--- src/verilog/synth_pkg.sv ---
// Behaviour
// - first setting after power-up: 40 ms wait
// - later channel change: 10 to 20 ms wait
// - mode switch, same channel: 5 ms wait
// - serial data, clock and latch strobe set frequency
// - lock indicator shows synthesizer lock state
// - frequency = (M*N + A) * fosc / R
// - prescaler ratio is 64 or 128
// - 19-bit shift register, last bit picks latch
// - data captured on serial clock rising edge
// - strobe rise loads chosen latch, any order
package synth_pkg;
    localparam int SR_W = 19;
    localparam int N_W = 11;
    localparam int A_W = 7;
    localparam int R_W = 14;
    localparam int COUNT_W = 18;
    localparam int TIMER_W = 21;

    // word layout, last bit shifted sits at bit 0
    localparam int POS_TARGET = 0;
    localparam int POS_A_LSB = 1;
    localparam int POS_N_LSB = 8;
    localparam int POS_R_LSB = 1;
    localparam int POS_PRESC = 15;
    localparam int POS_POLARITY = 16;
    localparam int POS_LOCK_SEL = 17;
    localparam int POS_PUMP = 18;

    localparam logic [7:0] PRESC_SMALL = 8'h40;
    localparam logic [7:0] PRESC_LARGE = 8'h80;
    localparam logic [N_W-1:0] N_MIN = 11'h003;
    localparam logic [R_W-1:0] R_MIN = 14'h0003;
    localparam logic [SR_W-1:0] SR_RESET = 19'h00000;

    localparam int CLK_KHZ = 50000;
    localparam int POWERUP_WAIT_MS = 40;
    localparam int CHANGE_WAIT_MS = 20;
    localparam int MODE_WAIT_MS = 5;
    localparam int POWERUP_CYCLES = POWERUP_WAIT_MS * CLK_KHZ;
    localparam int CHANGE_CYCLES = CHANGE_WAIT_MS * CLK_KHZ;
    localparam int MODE_CYCLES = MODE_WAIT_MS * CLK_KHZ;

    localparam logic [7:0] ADDR_CTRL = 8'h00;
    localparam logic [7:0] ADDR_STATUS = 8'h04;
    localparam logic [7:0] ADDR_REF = 8'h08;
    localparam logic [7:0] ADDR_DIV = 8'h0c;
    localparam logic [7:0] ADDR_COUNT = 8'h10;
    localparam int CTRL_HOLD = 0;
    localparam int CTRL_CLR_VIOL = 1;
    localparam int DIV_A_LSB = 16;
    localparam logic [31:0] CTRL_RESET = 32'h00000000;
endpackage

--- src/verilog/pin_sync.sv ---
`timescale 1ns/1ns
module pin_sync #(
    parameter int W = 1
) (
    input wire logic clk,
    input wire logic srst,
    input wire logic [W-1:0] d,
    output logic [W-1:0] q
);
    logic [W-1:0] meta;
    logic [W-1:0] next_meta;
    logic [W-1:0] next_q;

    always_comb begin
        next_meta = srst ? '0 : d;
        next_q = srst ? '0 : meta;
    end

    always_ff @(posedge clk) begin
        meta <= next_meta;
        q <= next_q;
    end
endmodule

--- src/verilog/settle_timer.sv ---
`timescale 1ns/1ns
module settle_timer #(
    parameter int W = 21
) (
    input wire logic clk,
    input wire logic srst,
    input wire logic load,
    input wire logic [W-1:0] load_val,
    output logic busy
);
    logic [W-1:0] count;
    logic [W-1:0] next_count;
    logic next_busy;

    always_comb begin
        next_count = count;
        if (srst) begin
            next_count = '0;
        end else if (load) begin
            next_count = load_val;
        end else if (count != '0) begin
            next_count = count - 1'b1;
        end
        next_busy = (next_count != '0);
    end

    always_ff @(posedge clk) begin
        count <= next_count;
        busy <= next_busy;
    end
endmodule

--- src/verilog/synth_channel_programmer.sv ---
`timescale 1ns/1ns
module synth_channel_programmer
    import synth_pkg::*;
#(
    parameter int POWERUP_WAIT = POWERUP_CYCLES,
    parameter int CHANGE_WAIT = CHANGE_CYCLES,
    parameter int MODE_WAIT = MODE_CYCLES
) (
    input wire logic REF_CLK,
    input wire logic SRST,
    input wire logic SER_CLK,
    input wire logic SER_DATA,
    input wire logic LATCH_STROBE,
    input wire logic RECEIVE_SELECT,
    input wire logic TRANSMIT_SELECT,
    output logic LOCK_INDICATOR,
    output logic RX_READY,
    input wire logic HSEL,
    input wire logic [31:0] HADDR,
    input wire logic [1:0] HTRANS,
    input wire logic HWRITE,
    input wire logic [2:0] HSIZE,
    input wire logic [31:0] HWDATA,
    input wire logic HREADY,
    output logic [31:0] HRDATA,
    output logic HREADYOUT,
    output logic HRESP
);
    logic ser_clk_s;
    logic ser_data_s;
    logic strobe_s;
    logic rx_sel_s;
    logic tx_sel_s;
    logic ser_clk_d;
    logic strobe_d;
    logic rx_sel_d;
    logic tx_sel_d;
    logic [SR_W-1:0] shreg;
    logic [R_W-1:0] ref_div;
    logic presc_sel;
    logic polarity;
    logic lock_sel;
    logic pump_sel;
    logic [N_W-1:0] main_div;
    logic [A_W-1:0] swallow_div;
    logic [COUNT_W-1:0] total_count;
    logic ref_loaded;
    logic div_loaded;
    logic first_done;
    logic tx_violation;
    logic hold_lock;
    logic wr_pend;
    logic [7:0] wr_addr;
    logic timer_load;
    logic [TIMER_W-1:0] timer_val;
    logic settling;

    logic next_ser_clk_d;
    logic next_strobe_d;
    logic next_rx_sel_d;
    logic next_tx_sel_d;
    logic [SR_W-1:0] next_shreg;
    logic [R_W-1:0] next_ref_div;
    logic next_presc_sel;
    logic next_polarity;
    logic next_lock_sel;
    logic next_pump_sel;
    logic [N_W-1:0] next_main_div;
    logic [A_W-1:0] next_swallow_div;
    logic [COUNT_W-1:0] next_total_count;
    logic next_ref_loaded;
    logic next_div_loaded;
    logic next_first_done;
    logic next_tx_violation;
    logic next_lock;
    logic next_rx_ready;
    logic next_hold_lock;
    logic next_wr_pend;
    logic [7:0] next_wr_addr;
    logic [31:0] next_hrdata;

    logic ser_rise;
    logic strobe_rise;
    logic mode_change;
    logic load_ref;
    logic load_div;
    logic settings_valid;
    logic [7:0] presc_ratio;
    logic addr_phase;
    logic clr_viol;
    logic [31:0] read_mux;

    // every serial and select pin is foreign to REF_CLK
    pin_sync #(.W(5)) u_sync (
        .clk(REF_CLK),
        .srst(SRST),
        .d({SER_CLK, SER_DATA, LATCH_STROBE, RECEIVE_SELECT,
            TRANSMIT_SELECT}),
        .q({ser_clk_s, ser_data_s, strobe_s, rx_sel_s, tx_sel_s})
    );

    settle_timer #(.W(TIMER_W)) u_timer (
        .clk(REF_CLK),
        .srst(SRST),
        .load(timer_load),
        .load_val(timer_val),
        .busy(settling)
    );

    always_comb begin
        ser_rise = ser_clk_s & ~ser_clk_d;
        strobe_rise = strobe_s & ~strobe_d;
        load_ref = strobe_rise & shreg[POS_TARGET];
        load_div = strobe_rise & ~shreg[POS_TARGET];
        mode_change = (rx_sel_s != rx_sel_d) | (tx_sel_s != tx_sel_d);
        presc_ratio = presc_sel ? PRESC_SMALL : PRESC_LARGE;
        // lock only for settings the counters can really divide by
        settings_valid = (main_div >= N_MIN) & (ref_div >= R_MIN)
            & ({4'h0, swallow_div} <= main_div);
        addr_phase = HSEL & HTRANS[1] & HREADY;
        clr_viol = wr_pend & (wr_addr == ADDR_CTRL)
            & HWDATA[CTRL_CLR_VIOL];
    end

    // settle waits: a load always restarts, a pure mode switch
    // never shortens a longer wait already running
    always_comb begin
        timer_load = 1'b0;
        timer_val = '0;
        if (strobe_rise) begin
            timer_load = 1'b1;
            if (first_done) begin
                timer_val = TIMER_W'(CHANGE_WAIT);
            end else begin
                timer_val = TIMER_W'(POWERUP_WAIT);
            end
        end else if (mode_change && !settling) begin
            timer_load = 1'b1;
            timer_val = TIMER_W'(MODE_WAIT);
        end
    end

    always_comb begin
        next_ser_clk_d = ser_clk_s;
        next_strobe_d = strobe_s;
        next_rx_sel_d = rx_sel_s;
        next_tx_sel_d = tx_sel_s;
        next_shreg = shreg;
        next_ref_div = ref_div;
        next_presc_sel = presc_sel;
        next_polarity = polarity;
        next_lock_sel = lock_sel;
        next_pump_sel = pump_sel;
        next_main_div = main_div;
        next_swallow_div = swallow_div;
        next_ref_loaded = ref_loaded | load_ref;
        next_div_loaded = div_loaded | load_div;
        next_first_done = first_done | strobe_rise;
        next_tx_violation = tx_violation;
        if (ser_rise) begin
            next_shreg = {shreg[SR_W-2:0], ser_data_s};
        end
        if (load_ref) begin
            next_ref_div = shreg[POS_R_LSB +: R_W];
            next_presc_sel = shreg[POS_PRESC];
            next_polarity = shreg[POS_POLARITY];
            next_lock_sel = shreg[POS_LOCK_SEL];
            next_pump_sel = shreg[POS_PUMP];
        end
        if (load_div) begin
            next_main_div = shreg[POS_N_LSB +: N_W];
            next_swallow_div = shreg[POS_A_LSB +: A_W];
        end
        // loading in transmit is recorded; a new hit beats the clear
        if (clr_viol) begin
            next_tx_violation = 1'b0;
        end
        if (strobe_rise && tx_sel_s) begin
            next_tx_violation = 1'b1;
        end
        // n = M * N + A, the synthesizer multiplies fosc/R by it
        next_total_count = COUNT_W'(presc_ratio) * COUNT_W'(main_div)
            + COUNT_W'(swallow_div);
        // lock_sel high routes the divided output, not lock
        next_lock = ref_loaded & div_loaded & settings_valid & ~lock_sel
            & ~settling & ~strobe_rise & ~hold_lock;
        next_rx_ready = first_done & ~settling & ~timer_load
            & rx_sel_s & ~tx_sel_s;
        if (SRST) begin
            next_ser_clk_d = 1'b0;
            next_strobe_d = 1'b0;
            next_rx_sel_d = 1'b0;
            next_tx_sel_d = 1'b0;
            next_shreg = SR_RESET;
            next_ref_div = '0;
            next_presc_sel = 1'b0;
            next_polarity = 1'b0;
            next_lock_sel = 1'b0;
            next_pump_sel = 1'b0;
            next_main_div = '0;
            next_swallow_div = '0;
            next_total_count = '0;
            next_ref_loaded = 1'b0;
            next_div_loaded = 1'b0;
            next_first_done = 1'b0;
            next_tx_violation = 1'b0;
            next_lock = 1'b0;
            next_rx_ready = 1'b0;
        end
    end

    always_ff @(posedge REF_CLK) begin
        ser_clk_d <= next_ser_clk_d;
        strobe_d <= next_strobe_d;
        rx_sel_d <= next_rx_sel_d;
        tx_sel_d <= next_tx_sel_d;
        shreg <= next_shreg;
        ref_div <= next_ref_div;
        presc_sel <= next_presc_sel;
        polarity <= next_polarity;
        lock_sel <= next_lock_sel;
        pump_sel <= next_pump_sel;
        main_div <= next_main_div;
        swallow_div <= next_swallow_div;
        total_count <= next_total_count;
        ref_loaded <= next_ref_loaded;
        div_loaded <= next_div_loaded;
        first_done <= next_first_done;
        tx_violation <= next_tx_violation;
        LOCK_INDICATOR <= next_lock;
        RX_READY <= next_rx_ready;
    end

    // zero-wait slave: read data is fetched in the address phase
    always_comb begin
        case (HADDR[7:0])
            ADDR_CTRL: read_mux = {31'h0, hold_lock};
            ADDR_STATUS: read_mux = {25'h0, div_loaded, ref_loaded,
                first_done, tx_violation, settling, RX_READY,
                LOCK_INDICATOR};
            ADDR_REF: read_mux = {13'h0, pump_sel, lock_sel, polarity,
                presc_sel, ref_div, 1'b0};
            ADDR_DIV: read_mux = {9'h0, swallow_div, 5'h0, main_div};
            ADDR_COUNT: read_mux = {14'h0, total_count};
            default: read_mux = 32'h00000000;
        endcase
    end

    always_comb begin
        next_wr_pend = addr_phase & HWRITE;
        next_wr_addr = addr_phase ? HADDR[7:0] : wr_addr;
        next_hrdata = (addr_phase && !HWRITE) ? read_mux : HRDATA;
        next_hold_lock = hold_lock;
        if (wr_pend && wr_addr == ADDR_CTRL) begin
            next_hold_lock = HWDATA[CTRL_HOLD];
        end
        if (SRST) begin
            next_wr_pend = 1'b0;
            next_wr_addr = 8'h00;
            next_hrdata = 32'h00000000;
            next_hold_lock = CTRL_RESET[CTRL_HOLD];
        end
    end

    always_ff @(posedge REF_CLK) begin
        wr_pend <= next_wr_pend;
        wr_addr <= next_wr_addr;
        HRDATA <= next_hrdata;
        hold_lock <= next_hold_lock;
        HREADYOUT <= 1'b1;
        HRESP <= 1'b0;
    end
endmodule

--- config.mk ---
export PLATFORM = sky130hd
export DESIGN_NAME = synth_channel_programmer
export DESIGN_NICKNAME = d
export VERILOG_FILES = /design/src/verilog/synth_pkg.sv /design/src/verilog/pin_sync.sv /design/src/verilog/settle_timer.sv /design/src/verilog/synth_channel_programmer.sv
export SDC_FILE = /design/constraint.sdc
export NUM_CORES = 1
export LEC_CHECK = 0
export ABC_AREA = 1
export BUFFER_PORTS_ARGS = -buffer_cell sky130_fd_sc_hd__buf_2
export CAP_MARGIN = 20
export CORE_MARGIN = 5
export CORE_UTILIZATION = 30
export DETAILED_ROUTE_END_ITERATION = 8
export GPL_TIMING_DRIVEN = 0
export PLACE_DENSITY = 0.58
export RECOVER_POWER = 25
export REMOVE_ABC_BUFFERS = 1
export SLEW_MARGIN = 20
export SYNTH_ARGS = -nofsm -noshare
export SYNTH_HDL_FRONTEND = slang
export SYNTH_SLANG_ARGS = --single-unit
--- constraint.sdc ---
create_clock -name REF_CLK -period 6.4 [get_ports REF_CLK]
set_input_delay 1.92 -clock REF_CLK [delete_from_list [all_inputs] [get_ports REF_CLK]]
set_output_delay 1.92 -clock REF_CLK [all_outputs]
set_load 0.01 [all_outputs]
==> flow_summary_export.csv <==
group,metric,value,unit
status,status,"complete, no violations",
timing,period_share,0.585,
timing,finalMaxSlewViolations,0,
power_and_ir_drop,p_leak,3.61,nW
grt,antenna_found_initial,0,
grt,grt_pass1_wl,28300,µm
grt,grt_pass1_vias,5381,
timing,setup_viol,0,
layout,num-nets-final,1097,
clock_tree,cts_num_sinks,148,
logic_synthesis,synth_edf_count,0,
layout,final_core_util,0.351,
logic_synthesis,synth_most_common_cell,"nand2_1",
power_and_ir_drop,peakVddDrop,0.201,mV
setup_path,cp-start-kind,"input pin",
place,place.gp.congestion,0.827,
setup_path,cp_data_required_time,6680,ps
logic_synthesis,async_flop_share,0,
min_path,min_from,"u_sync.meta[4]",
logic_synthesis,synth.largest_area_cell,"dfxtp_1",
timing,relSlewSlack,0.320,
setup_path,timing.rr.start,"presc_sel",
die,die-area,25900,µm²
routing,ant_nets,0,
logic_synthesis,synthTopCellsByCount,"nand2_1 (193), dfxtp_1 (148), inv_1 (124)",
setup_path,crit_fanout,23,
setup_path,reg2reg_slack,3480,ps
logic_synthesis,synth_seq_cells,148,
routing,wire_per_inst,13.9,µm
logic_synthesis,ys.flop_type,"dfxtp_1",
clock_tree,ctsResizeCount,0,
layout,drive_above_1_share,0.0870,
die,coreArea,22600,µm²
setup_path,endpoint_kind,"register",
clock_tree,clock-root-buffer,"clkbuf_16",
routing,drc,0,
clock_tree,clk-insertion-delay-late,420,ps
clock_tree,cts-htree-levels,4,
setup_path,critical_path.startpoint,"HREADY",
grt,track_usage,0.136,
die,die_y,161,µm
timing,finalCriticalPeriod,3750,ps
power_and_ir_drop,comb_power_share,0.248,
power_and_ir_drop,p_clk_frac,0.377,
logic_synthesis,yosysSeqAreaShare,0.433,
power_and_ir_drop,p_sw_frac,0.327,
setup_path,reg2reg_depth,13,
logic_synthesis,ys_types,40,
flow_run,drv_cap,0,
layout,area_growth,15.7,%
setup_path,crit_path_end,"HRDATA[19]",
layout,antennaDiodeCount,0,
setup_path,crit_arrival,4020,ps
die,die_x,161,µm
place,dp_hpwl,12500,µm
routing,vias,5938,
routing,drt_iter0_markers,310,
layout,fillers,2389,
logic_synthesis,syn-instance-count,955,
die,ioPinCount,115,
timing,worstMarginPinSlew,1020,ps
setup_path,critPathKind,"input pin to register",
layout,seqCellArea,2960,µm²
timing,rsz0062_at_grt,"false",
grt,gr-total-overflow,0,
clock_tree,cts_buffer_depth,2,
logic_synthesis,yosysTopAreaCellShare,0.433,
timing,hold_ws,401,ps
timing,clock.fmax,267,MHz
clock_tree,path_clk_slew,60,ps
die,rows,55,
clock_tree,post_cts_buffers,0,
power_and_ir_drop,p_int,1.94,mW
clock_tree,cts-buffers-inserted,17,
setup_path,reg2reg_to,"total_count[14]",
clock_tree,cts_hold_buf,0,
timing,tns,0,ps
min_path,min_path_type,"register to register",
grt,grt_max_degree,60,
logic_synthesis,syn_area,6850,µm²
power_and_ir_drop,powerDensity,364,nW/µm²
logic_synthesis,synth.area.top_cells,"dfxtp_1 (43%), nand2_1 (11%), inv_1 (6.8%)",
place,port_buffers,45,
timing,skew,8.75,ps
logic_synthesis,syn_avg_cell_area,7.17,µm²
clock_tree,cts_tree,"built",
routing,drtPass1Iterations,5,
power_and_ir_drop,netSwitchingPower,943,µW
power_and_ir_drop,pwr-share-seq,0.375,
logic_synthesis,ys_warn_count,0,
routing,viasPerCell,4.62,
layout,multi_input_area,3230,µm²
routing,wirelength,17800,µm
die,initial_core_util,0.303,
timing,hold_violations,0,
metal layers:
| layer | track usage | part of all wire | up-vias |
|---|---|---|---|
| li1 | - | - | 3116 |
| met4 | 0.0415 | 0.016 | 0 |
| met2 | 0.219 | 0.47 | 92 |
| met5 | 0 | 0 | - |
| met1 | 0.182 | 0.48 | 2712 |
| met3 | 0.0291 | 0.036 | 18 |
metrics by stage:
stage	instances	area (µm²)	setup slack, ps	total power, mW
floorplan	920	6660	2580	1.64
global placement	1250	7240	879	1.80
detailed placement	1252	7280	2200	1.81
CTS	1284	7920	2630	2.90
global route	1285	7920	2410	3.06
finish	1285	7920	2650	2.89
kinds of logic after synthesis:
kind of cell,after synthesis,share of synthesized area
adder cells (fa/ha/maj),31,0.0567
AO/OA/AOI/OAI,199,0.156
XOR/XNOR,10,0.0128
buffers and inverters,175,0.105
AND/OR/NAND/NOR,390,0.237
other,2,0.00110
flip-flops,148,0.433
worst min path at each step:
| stage | depth (start not counted) | endpoint | slack, ps |
|---|---|---|---|
| 2_1_floorplan | 2 | u_sync.q[0] | 390 |
| 3_3_place_gp | 2 | u_sync.q[4] | 390 |
| 3_5_place_dp | 2 | u_sync.q[0] | 390 |
| 4_1_cts | 2 | u_sync.q[4] | 400 |
| 5_1_grt | 2 | u_sync.q[0] | 410 |
| 6_report | 2 | u_sync.q[4] | 400 |
worst max-delay path, cell delays in order:
cell	delay, ps
buf_2	70
nand3_1	440
nor2_2	660
buf_8	230
inv_1	380
nand3_1	190
o31ai_1	90
power by group through the flow:
stage          Clock [mW]  Sequential (mW)  Combinational, mW
4_1_cts              1.11             1.08              0.714
2_1_floorplan           0             1.08              0.559
3_5_place_dp            0             1.10              0.705
3_3_place_gp            0             1.10              0.695
6_report             1.09             1.08              0.716
5_1_grt              1.15             1.09              0.820
flip-flops by register name (all words and copies together) (netlist names), 5 cells and up:
register	count
main_div	11
u_sync.meta	5
HRDATA	23
ref_div	14
swallow_div	7
shreg	19
u_sync.q	5
total_count	18
u_timer.count	21
wr_addr	8
cell type report:
type | instances | share of cell area
Multi-Input combinational cell | 647 | 0.408
Sequential cell | 148 | 0.374
Clock buffer | 24 | 0.0621
Inverter | 125 | 0.0592
Tap cell | 285 | 0.0450
Timing Repair Buffer | 48 | 0.0335
Clock inverter | 8 | 0.0185
placed cells by master (no fill, tap or decap), drive strengths merged, types with 28 or more instances in the layout:
cell,Yosys,layout
nand2,194,194
ha,31,31
nand3,44,44
o21ai,94,94
inv,124,124
dfxtp,148,148
a21oi,83,83
nor2,125,125
buf,22,44
clkbuf,28,28
(Power assumes the default switching activity.)
